`config.mk`:
```
export PLATFORM = sky130hd
export DESIGN_NAME = brs_sequencer
export DESIGN_NICKNAME = d
export VERILOG_FILES = /design/src/brs_pkg.sv /design/src/brs_pulse.sv /design/src/brs_sequencer.sv
export SDC_FILE = /design/constraint.sdc
export NUM_CORES = 1
export LEC_CHECK = 0
export CORE_AREA = 2 2 103 105
export CTS_CLUSTER_SIZE = 25
export DETAILED_ROUTE_END_ITERATION = 8
export DIE_AREA = 0 0 105 107
export DONT_BUFFER_PORTS = 1
export PLACE_DENSITY = 0.35
export SLEW_MARGIN = 15
export SYNTH_ARGS = -nofsm -noshare
export SYNTH_HDL_FRONTEND = slang
export SYNTH_SLANG_ARGS = --single-unit
```
`constraint.sdc`:
```
create_clock -name clk -period 2.4 [get_ports clk]
set_input_delay 0.24 -clock clk [delete_from_list [all_inputs] [get_ports clk]]
set_output_delay 0.24 -clock clk [all_outputs]
set_load 0.02 [all_outputs]
```
`src/brs_pkg.sv`:
```
// Purpose: constants shared by the board reset sequencer
// Assumes: 125 MHz clock, all inputs synchronous to clk
// Notes: the long delay count is overridable at the top module
package brs_pkg;
  localparam int unsigned BRS_CLK_HZ = 125000000;
  localparam int unsigned BRS_DELAY_MS = 500;
  localparam int unsigned BRS_DELAY_CYCLES = (BRS_CLK_HZ / 1000) * BRS_DELAY_MS;
  localparam int unsigned BRS_CNT_W = 27;
  localparam int unsigned BRS_PCI_PULSE_CYCLES = 16;
  localparam int unsigned BRS_SOFT_PULSE_CYCLES = 16;
  localparam int unsigned BRS_PULSE_W = 5;
  localparam logic BRS_PWRGD_RST = 1'b0;
  localparam logic BRS_RESET_N_RST = 1'b0;
  typedef enum logic [1:0] {BRS_OFF, BRS_WAIT, BRS_ON} brs_state_type;
endpackage

```
`src/brs_pulse.sv`:
```
// Purpose: fixed-length pulse generator, retriggerable
// Assumes: trigger is a one-cycle or level request
// Notes: output is a flop, high for LEN cycles after the last trigger
module brs_pulse
  import brs_pkg::*;
#(
  parameter logic [BRS_PULSE_W-1:0] LEN = 5'h10
)
(
  // clock and reset
  input wire logic clk,
  input wire logic reset,
  // request and pulse
  input wire logic trig,
  output logic pulse
);
  logic [BRS_PULSE_W-1:0] cnt_q;
  logic [BRS_PULSE_W-1:0] cnt_d;

  // reload on trigger, otherwise count down to zero
  assign cnt_d = trig ? LEN : ((cnt_q != 5'h00) ? cnt_q - 5'h01 : cnt_q);

  always_ff @(posedge clk or posedge reset)
  begin
    if (reset)
    begin
      cnt_q <= 5'h00;
      pulse <= 1'b0;
    end
    else
    begin
      cnt_q <= cnt_d;
      pulse <= (cnt_d != 5'h00);
    end
  end
endmodule

```
`src/brs_sequencer.sv`:
```
// Purpose: board reset sequencing for processors and I/O hub
// Assumes: single 125 MHz clock, inputs synchronous, reset is the standby-domain monitor
// Notes: management controller reset is only the standby monitor, never hard reset
module brs_sequencer
  import brs_pkg::*;
#(
  parameter int unsigned DELAY_CYCLES = BRS_DELAY_CYCLES
)
(
  // clock and standby power-on reset
  input wire logic clk,
  input wire logic reset,
  // supply status
  input wire logic supply_power_good,
  // hard reset sources
  input wire logic front_panel_reset_n,
  input wire logic io_hub_hard_req,
  input wire logic debug_probe_reset_req,
  input wire logic cpu_subsys_reset_req,
  // soft reset sources
  input wire logic super_io_kbd_reset_req,
  input wire logic io_hub_soft_req,
  input wire logic os_soft_reset_req,
  // outputs
  output logic mgmt_ctrl_reset_n,
  output logic cpu_power_good,
  output logic pci_reset_n,
  output logic cpu_init_n,
  output logic seq_busy
);
  localparam logic [BRS_CNT_W-1:0] DLY_LAST = BRS_CNT_W'(DELAY_CYCLES - 1);
  localparam logic [BRS_PULSE_W-1:0] PCI_LEN = BRS_PULSE_W'(BRS_PCI_PULSE_CYCLES);
  localparam logic [BRS_PULSE_W-1:0] SOFT_LEN = BRS_PULSE_W'(BRS_SOFT_PULSE_CYCLES);

  brs_state_type state_q;
  brs_state_type state_d;
  logic [BRS_CNT_W-1:0] cnt_q;
  logic [BRS_CNT_W-1:0] cnt_d;
  logic fp_q;
  logic pg_prev_q;
  logic pci_pulse;
  logic soft_pulse;

  // hard reset sources; front panel taken on its press edge only
  wire fp_press = fp_q & ~front_panel_reset_n;
  wire hard_req = fp_press | io_hub_hard_req | debug_probe_reset_req
                  | cpu_subsys_reset_req;
  // soft sources only pulse init; power-good is untouched
  wire soft_req = super_io_kbd_reset_req | io_hub_soft_req
                  | os_soft_reset_req;
  wire dly_done = (cnt_q == DLY_LAST);
  wire pg_rise = (state_d == BRS_ON) & (state_q != BRS_ON);

  // sequencing: supply loss always wins, restarting the delay
  always_comb
  begin
    state_d = state_q;
    cnt_d = cnt_q;
    unique case (state_q)
      BRS_OFF:
      begin
        cnt_d = '0;
        if (supply_power_good)
          state_d = BRS_WAIT;
      end
      BRS_WAIT:
      begin
        cnt_d = cnt_q + 1'b1;
        if (!supply_power_good)
          state_d = BRS_OFF;
        else if (hard_req)
          cnt_d = '0;
        else if (dly_done)
          state_d = BRS_ON;
      end
      BRS_ON:
      begin
        cnt_d = '0;
        if (!supply_power_good)
          state_d = BRS_OFF;
        else if (hard_req)
          state_d = BRS_WAIT;
      end
    endcase
  end

  // state, counter and registered outputs
  always_ff @(posedge clk or posedge reset)
  begin
    if (reset)
    begin
      state_q <= BRS_OFF;
      cnt_q <= '0;
      fp_q <= 1'b1;
      pg_prev_q <= BRS_PWRGD_RST;
      cpu_power_good <= BRS_PWRGD_RST;
      seq_busy <= 1'b0;
    end
    else
    begin
      state_q <= state_d;
      cnt_q <= cnt_d;
      fp_q <= front_panel_reset_n;
      pg_prev_q <= cpu_power_good;
      cpu_power_good <= (state_d == BRS_ON);
      seq_busy <= (state_d == BRS_WAIT);
    end
  end

  // controller reset only from the standby monitor, never from hard reset
  always_ff @(posedge clk or posedge reset)
  begin
    if (reset)
      mgmt_ctrl_reset_n <= BRS_RESET_N_RST;
    else
      mgmt_ctrl_reset_n <= 1'b1;
  end

  // pci reset pulse at each power-good assertion
  brs_pulse #(.LEN(PCI_LEN)) u_pci
  (
    .clk(clk),
    .reset(reset),
    .trig(pg_rise),
    .pulse(pci_pulse)
  );

  // soft reset pulse, only while power is stable
  brs_pulse #(.LEN(SOFT_LEN)) u_soft
  (
    .clk(clk),
    .reset(reset),
    .trig(soft_req & (state_q == BRS_ON)),
    .pulse(soft_pulse)
  );

  // outputs inverted from pulse flops through one more flop
  always_ff @(posedge clk or posedge reset)
  begin
    if (reset)
    begin
      pci_reset_n <= 1'b0;
      cpu_init_n <= 1'b1;
    end
    else
    begin
      pci_reset_n <= ~pci_pulse & cpu_power_good;
      cpu_init_n <= ~soft_pulse;
    end
  end

  property p_pg_needs_supply;
    @(posedge clk) disable iff (reset)
    cpu_power_good |-> $past(supply_power_good);
  endproperty
  a_pg_needs_supply: assert property (p_pg_needs_supply)
    else $error("cpu power good without supply power good");

  property p_pg_after_delay;
    @(posedge clk) disable iff (reset)
    $rose(cpu_power_good) |-> $past(dly_done);
  endproperty
  a_pg_after_delay: assert property (p_pg_after_delay)
    else $error("cpu power good rose before delay finished");

  property p_hard_drops_pg;
    @(posedge clk) disable iff (reset)
    (state_q == BRS_ON && supply_power_good && hard_req) |=> !cpu_power_good;
  endproperty
  a_hard_drops_pg: assert property (p_hard_drops_pg)
    else $error("hard reset did not drop cpu power good");

  property p_hard_restarts;
    @(posedge clk) disable iff (reset)
    (state_q == BRS_ON && supply_power_good && hard_req) |=> state_q == BRS_WAIT && cnt_q == '0;
  endproperty
  a_hard_restarts: assert property (p_hard_restarts)
    else $error("hard reset did not restart the delay");

  property p_supply_loss;
    @(posedge clk) disable iff (reset)
    !supply_power_good |=> state_q == BRS_OFF ##1 !cpu_power_good;
  endproperty
  a_supply_loss: assert property (p_supply_loss)
    else $error("supply loss did not abort the sequence");

  property p_mgmt_runs;
    @(posedge clk) disable iff (reset)
    !$past(reset) |-> mgmt_ctrl_reset_n;
  endproperty
  a_mgmt_runs: assert property (p_mgmt_runs)
    else $error("controller reset outside standby reset");

  property p_pci_pulse;
    @(posedge clk) disable iff (reset)
    $rose(cpu_power_good) |=> !pci_reset_n [*8];
  endproperty
  a_pci_pulse: assert property (p_pci_pulse)
    else $error("pci reset not pulsed at power good");

  property p_soft_keeps_pg;
    @(posedge clk) disable iff (reset)
    (soft_req && state_q == BRS_ON && !hard_req && supply_power_good)
      |=> cpu_power_good ##1 !cpu_init_n;
  endproperty
  a_soft_keeps_pg: assert property (p_soft_keeps_pg)
    else $error("soft reset misbehaved");

  property p_src_taken;
    @(posedge clk) disable iff (reset)
    (state_q == BRS_ON && supply_power_good && (debug_probe_reset_req || cpu_subsys_reset_req))
      |=> state_q == BRS_WAIT;
  endproperty
  a_src_taken: assert property (p_src_taken)
    else $error("reset source ignored");

  c_pg_up: cover property (@(posedge clk) disable iff (reset) $rose(cpu_power_good));
  c_hard: cover property (@(posedge clk) disable iff (reset) state_q == BRS_ON && fp_press);
  c_soft: cover property (@(posedge clk) disable iff (reset) $fell(cpu_init_n));
  c_abort: cover property (@(posedge clk) disable iff (reset)
    state_q == BRS_WAIT && !supply_power_good);
endmodule

```
==> run summary <==
Measured in cells, the most critical reg-to-reg path has a length of 7. Nature of the critical path endpoint: a register. The detail route stage leaves a number of antenna-violating nets equal to 0. After layout, the minimum clock period comes to 2239 ps. Measured against its own limit, the worst slew margin works out to 63.16%.

The total wirelength of the detailed-routed design is 5023 µm. Input and output buffers added on the ports amount to 0. Routed length on met2: 2373 µm. The peak per-stage delay on the critical path is 470 ps.

Cells fill 27.41% of the core in the end. The final routed DRC violation total was 0; the async set or reset register ratio after synthesis was 100.0%. Entering global routing, the biggest net connects 28 pins.

Max-cap violations in this run came to 0. The number of setup buffers added after CTS is 0. The total number of H-tree levels came out at 2. The vertical die dimension was 107 µm; the largest vdd supply drop was 0.2120 mV. Clock-pin slew on the worst setup and hold paths: 100 ps. By area the synthesized netlist is led by sky130_fd_sc_hd__dfrtp_1 (45%), sky130_fd_sc_hd__xnor2_1 (6.7%), sky130_fd_sc_hd__nor2_1 (5.9%).

Data on the critical path arrives at its endpoint at 2420 ps. The area overhead of the layout relative to synthesis was 11.27%; the number of placed I/O pins was 15. The master cell of the clock root buffer is sky130_fd_sc_hd__clkbuf_8. In the synthesized netlist, the number of instances is 251. The horizontal die dimension came out at 105 µm. Of the available clock period, the critical path in the final layout requires 93.27%. Per report_power, the combinational group accounts for 13.7% of the total. The tools report the number of antenna violations at the first check in global routing as 0.

Net switching is 28.67% of the power. The run finished with clean final reports. The most critical setup path has its startpoint at state_q[0]. The average instance area after synthesis was 9.905 µm².

For this design the total switching power over the nets is 0.4867 mW. Total CTS buffers: 5. The capturing point of the worst reg2reg path is u_pci.pulse.

Sequential cells burn 50.4% of the power. In this run the standard cell core region covers 10090 µm². Derived from the worst setup path, the maximum achievable clock frequency is 446.7 MHz. The final hold violation count was 0.

At the end of routability-driven placement, the weighted congestion stood at 0.8186. The Yosys step of the flow raised 0 warnings. In this run, synthesis inferred 0 flip-flops with an integrated enable. In this run the top signal layer used is met4. Critical path startpoint category: a register. The routed layout has 1722 vias. The tools report the count of final setup violators as 0. Cell type with the largest total area after synthesis: sky130_fd_sc_hd__dfrtp_1. Synthesis inferred 47 register bits. The run gives 0 as the overall overflow remaining after global route.

For this run, the register share of the synthesized area comes to 47.41%. In this run, the number of DRC markers left after iteration 0 of detailed routing was 51. The longest clock path from root to sink contains 2 buffers.

Setup repair after global routing left no endpoint under its margin. The setup clock skew after layout is 10.26 ps, and the net count reported at finish is 271. The die covers 11240 µm². The slowest cell on the critical path was sky130_fd_sc_hd__or4b_1. The first detailed-routing pass ran for 4 iterations. For the post-DP HPWL, the log shows 3533 µm. For this block, wires on met1 add up to 2455 µm. The layout cell share with drive strength beyond 1 was 11.72%. The worst register-to-register path begins at state_q[0]. The first global-routing pass estimated 8625 µm of wire.

Leading register cell type out of synthesis: sky130_fd_sc_hd__dfrtp_1. The run gives 0 as the final max-slew violation count. For the pin with the worst max-slew slack, the measured transition is 547.9 ps. The run gives 1.191 nW as the leakage power of the design. TritonCTS built the clock tree.

The power density over the cells works out to 613.6 nW/µm². After routing, the total negative slack on setup checks comes to 0 ps. The run gives 37 as the number of core rows. The number of nets handed over by synthesis was 267. In this run the worst setup path terminates at u_pci.pulse. The number of standard cells in the layout, taps in and fillers out was 392. The tools report the setup slack on the worst flop-to-flop path as 160 ps.

The clock net in this run drives a total of 47 sinks. The run gives 175.7 ps as the final worst hold slack. The signal on the critical path passes through inv_1 > ha_2 > and3_1 > o21ai_2 > a22oi_1 > o221a_4 > or4b_1. The synthesized netlist contains 48 unique library cells. The mean number of vias per cell works out to 4.393. The clock network is responsible for 35.9% of the overall power.

The placed instance count is 382. The critical path is of the register to register type. Total global-route track usage: 9.643%.

Area share of the largest cell type after synthesis: 45.29%. Along the worst path, the maximum fanout reaches 8. Clock latency on the worst-skew pair, taken at its later pin, is 300 ps. For the internal power summed over all cells, the log shows 1.211 mW.

The required arrival time at the worst endpoint is 2580 ps, and the average wire per cell in the routed design is 12.81 µm. The synthesized netlist occupies a cell area of 2486 µm². The tightest min-delay check is of the primary input to register type. For this configuration, the core starts out at a cell density of 24.63%. For the met3 layer wire length in the routed design, the log shows 156 µm.

Via count of the first global-routing pass: 1775. For the number of antenna cells inserted, the log shows 0.
per-stage QoR:
stage / worst slack (ps) / power [mW] / area, µm²
2_1_floorplan: 287.8 / 1.040 / 2486
5_1_grt: 27.95 / 1.805 / 2766
3_5_place_dp: 125.3 / 1.099 / 2629
4_1_cts: 104.3 / 1.739 / 2764
3_3_place_gp: 168.5 / 1.108 / 2629
6_report: 161.4 / 1.698 / 2766
critical path: cells and delay by family, from the launching register on:
family | cells | cell delay [ps]
adder cells (fa/ha/maj) | 1 | 330
buffers and inverters | 1 | 130
AO/OA/AOI/OAI | 3 | 540
flip-flops | 1 | 430
AND/OR/NAND/NOR | 2 | 680
state kept, by name, indices dropped and copies added, names as in the netlist:
| signal | count |
|---|---|
| cnt_q | 27 |
| cpu_init_n | 1 |
| cpu_power_good | 1 |
| fp_q | 1 |
| mgmt_ctrl_reset_n | 1 |
| pci_reset_n | 1 |
| seq_busy | 1 |
| state_q | 2 |
| u_pci.cnt_q | 5 |
| u_pci.pulse | 1 |
| u_soft.cnt_q | 5 |
| u_soft.pulse | 1 |
synthesized netlist by cell type, drive strengths merged, types with 3 or more instances:
library cell,count
dfrtp,45
nor2,39
nand2,20
xnor2,19
inv,17
nand3,12
xor2,11
nor4,9
nor3,8
buf,7
and3,6
ha,6
nand4,6
a21oi,5
and4,4
o21ai,4
nand2b,3
or3,3
final cells by class:
cell class | count | area, µm²
Multi-Input combinational cell | 178 | 1189
Tap cell | 136 | 170.2
Sequential cell | 47 | 1179
Clock inverter | 3 | 46.29
Clock buffer | 5 | 68.82
Inverter | 17 | 63.81
Timing Repair Buffer | 6 | 50.05
Fill cell | 1130 | 7326
layout by cell type (no fill, tap or decap), types with 2 or more instances in the layout:
| cell type | count |
|---|---|
| sky130_fd_sc_hd__xnor2_1 | 19 |
| sky130_fd_sc_hd__a211oi_1 | 2 |
| sky130_fd_sc_hd__or4b_1 | 2 |
| sky130_fd_sc_hd__nand4_1 | 6 |
| sky130_fd_sc_hd__ha_1 | 5 |
| sky130_fd_sc_hd__nor4b_1 | 2 |
| sky130_fd_sc_hd__nand3_2 | 2 |
| sky130_fd_sc_hd__and4_1 | 4 |
| sky130_fd_sc_hd__dfrtp_1 | 45 |
| sky130_fd_sc_hd__nand2b_1 | 3 |
| sky130_fd_sc_hd__nor3_1 | 8 |
| sky130_fd_sc_hd__nor2_1 | 39 |
| sky130_fd_sc_hd__buf_4 | 4 |
| sky130_fd_sc_hd__inv_1 | 16 |
| sky130_fd_sc_hd__o31ai_1 | 2 |
| sky130_fd_sc_hd__dlygate4sd3_1 | 2 |
| sky130_fd_sc_hd__nor4_4 | 2 |
| sky130_fd_sc_hd__and3_1 | 5 |
| sky130_fd_sc_hd__xor2_1 | 11 |
| sky130_fd_sc_hd__clkbuf_8 | 5 |
| sky130_fd_sc_hd__dfstp_2 | 2 |
| sky130_fd_sc_hd__nand2_1 | 20 |
| sky130_fd_sc_hd__nor4_2 | 6 |
| sky130_fd_sc_hd__o21ai_0 | 3 |
| sky130_fd_sc_hd__nand3_1 | 10 |
| sky130_fd_sc_hd__or3_1 | 3 |
| sky130_fd_sc_hd__a21oi_1 | 5 |
per-layer routing:
metal,up-vias,GRT usage (%)
met3,2,2.128
met5,-,0
li1,863,-
met4,0,2.857
met1,833,12.63
met2,24,15.96
power groups by stage:
stage	combinational, mW	sequential, mW	clock (mW)
3_5_place_dp	0.229	0.871	0
5_1_grt	0.265	0.860	0.680
3_3_place_gp	0.237	0.871	0
4_1_cts	0.234	0.856	0.649
2_1_floorplan	0.174	0.866	0
6_report	0.233	0.855	0.610
how the worst min path moves through the flow:
| stage | startpoint | to | slack, ps | cells past startpoint |
|---|---|---|---|---|
| after floorplan | front_panel_reset_n | fp_q | 240 | 0 |
| after global placement | reset | cnt_q[0] | 150 | 1 |
| after detailed placement | reset | cnt_q[3] | 150 | 1 |
| after CTS | os_soft_reset_req | u_soft.cnt_q[4] | 160 | 2 |
| after global routing | supply_power_good | seq_busy | 170 | 2 |
| final | os_soft_reset_req | u_soft.cnt_q[4] | 180 | 2 |
repair_timing:
| item | CTS | global route |
|---|---|---|
| endpoints found under the hold margin | 17 | 0 |
| hold buffers | 2 | 0 |
| gates resized for setup | 0 | 1 |
| setup endpoints to repair | 0 | 1 |
cell families after synthesis:
group                      count (synthesis)  synth area share [%]
buffers and inverters                     26                 4.881
adders and majority gates                  6                 3.020
AOI/OAI and AO/OA                         23                 6.845
and+or+nand+nor                          118                 27.13
xor gates and xnor gates                  30                 10.57
DFF                                       47                 47.41
other                                      1                0.1508
Power figures use the tool's default switching activity.
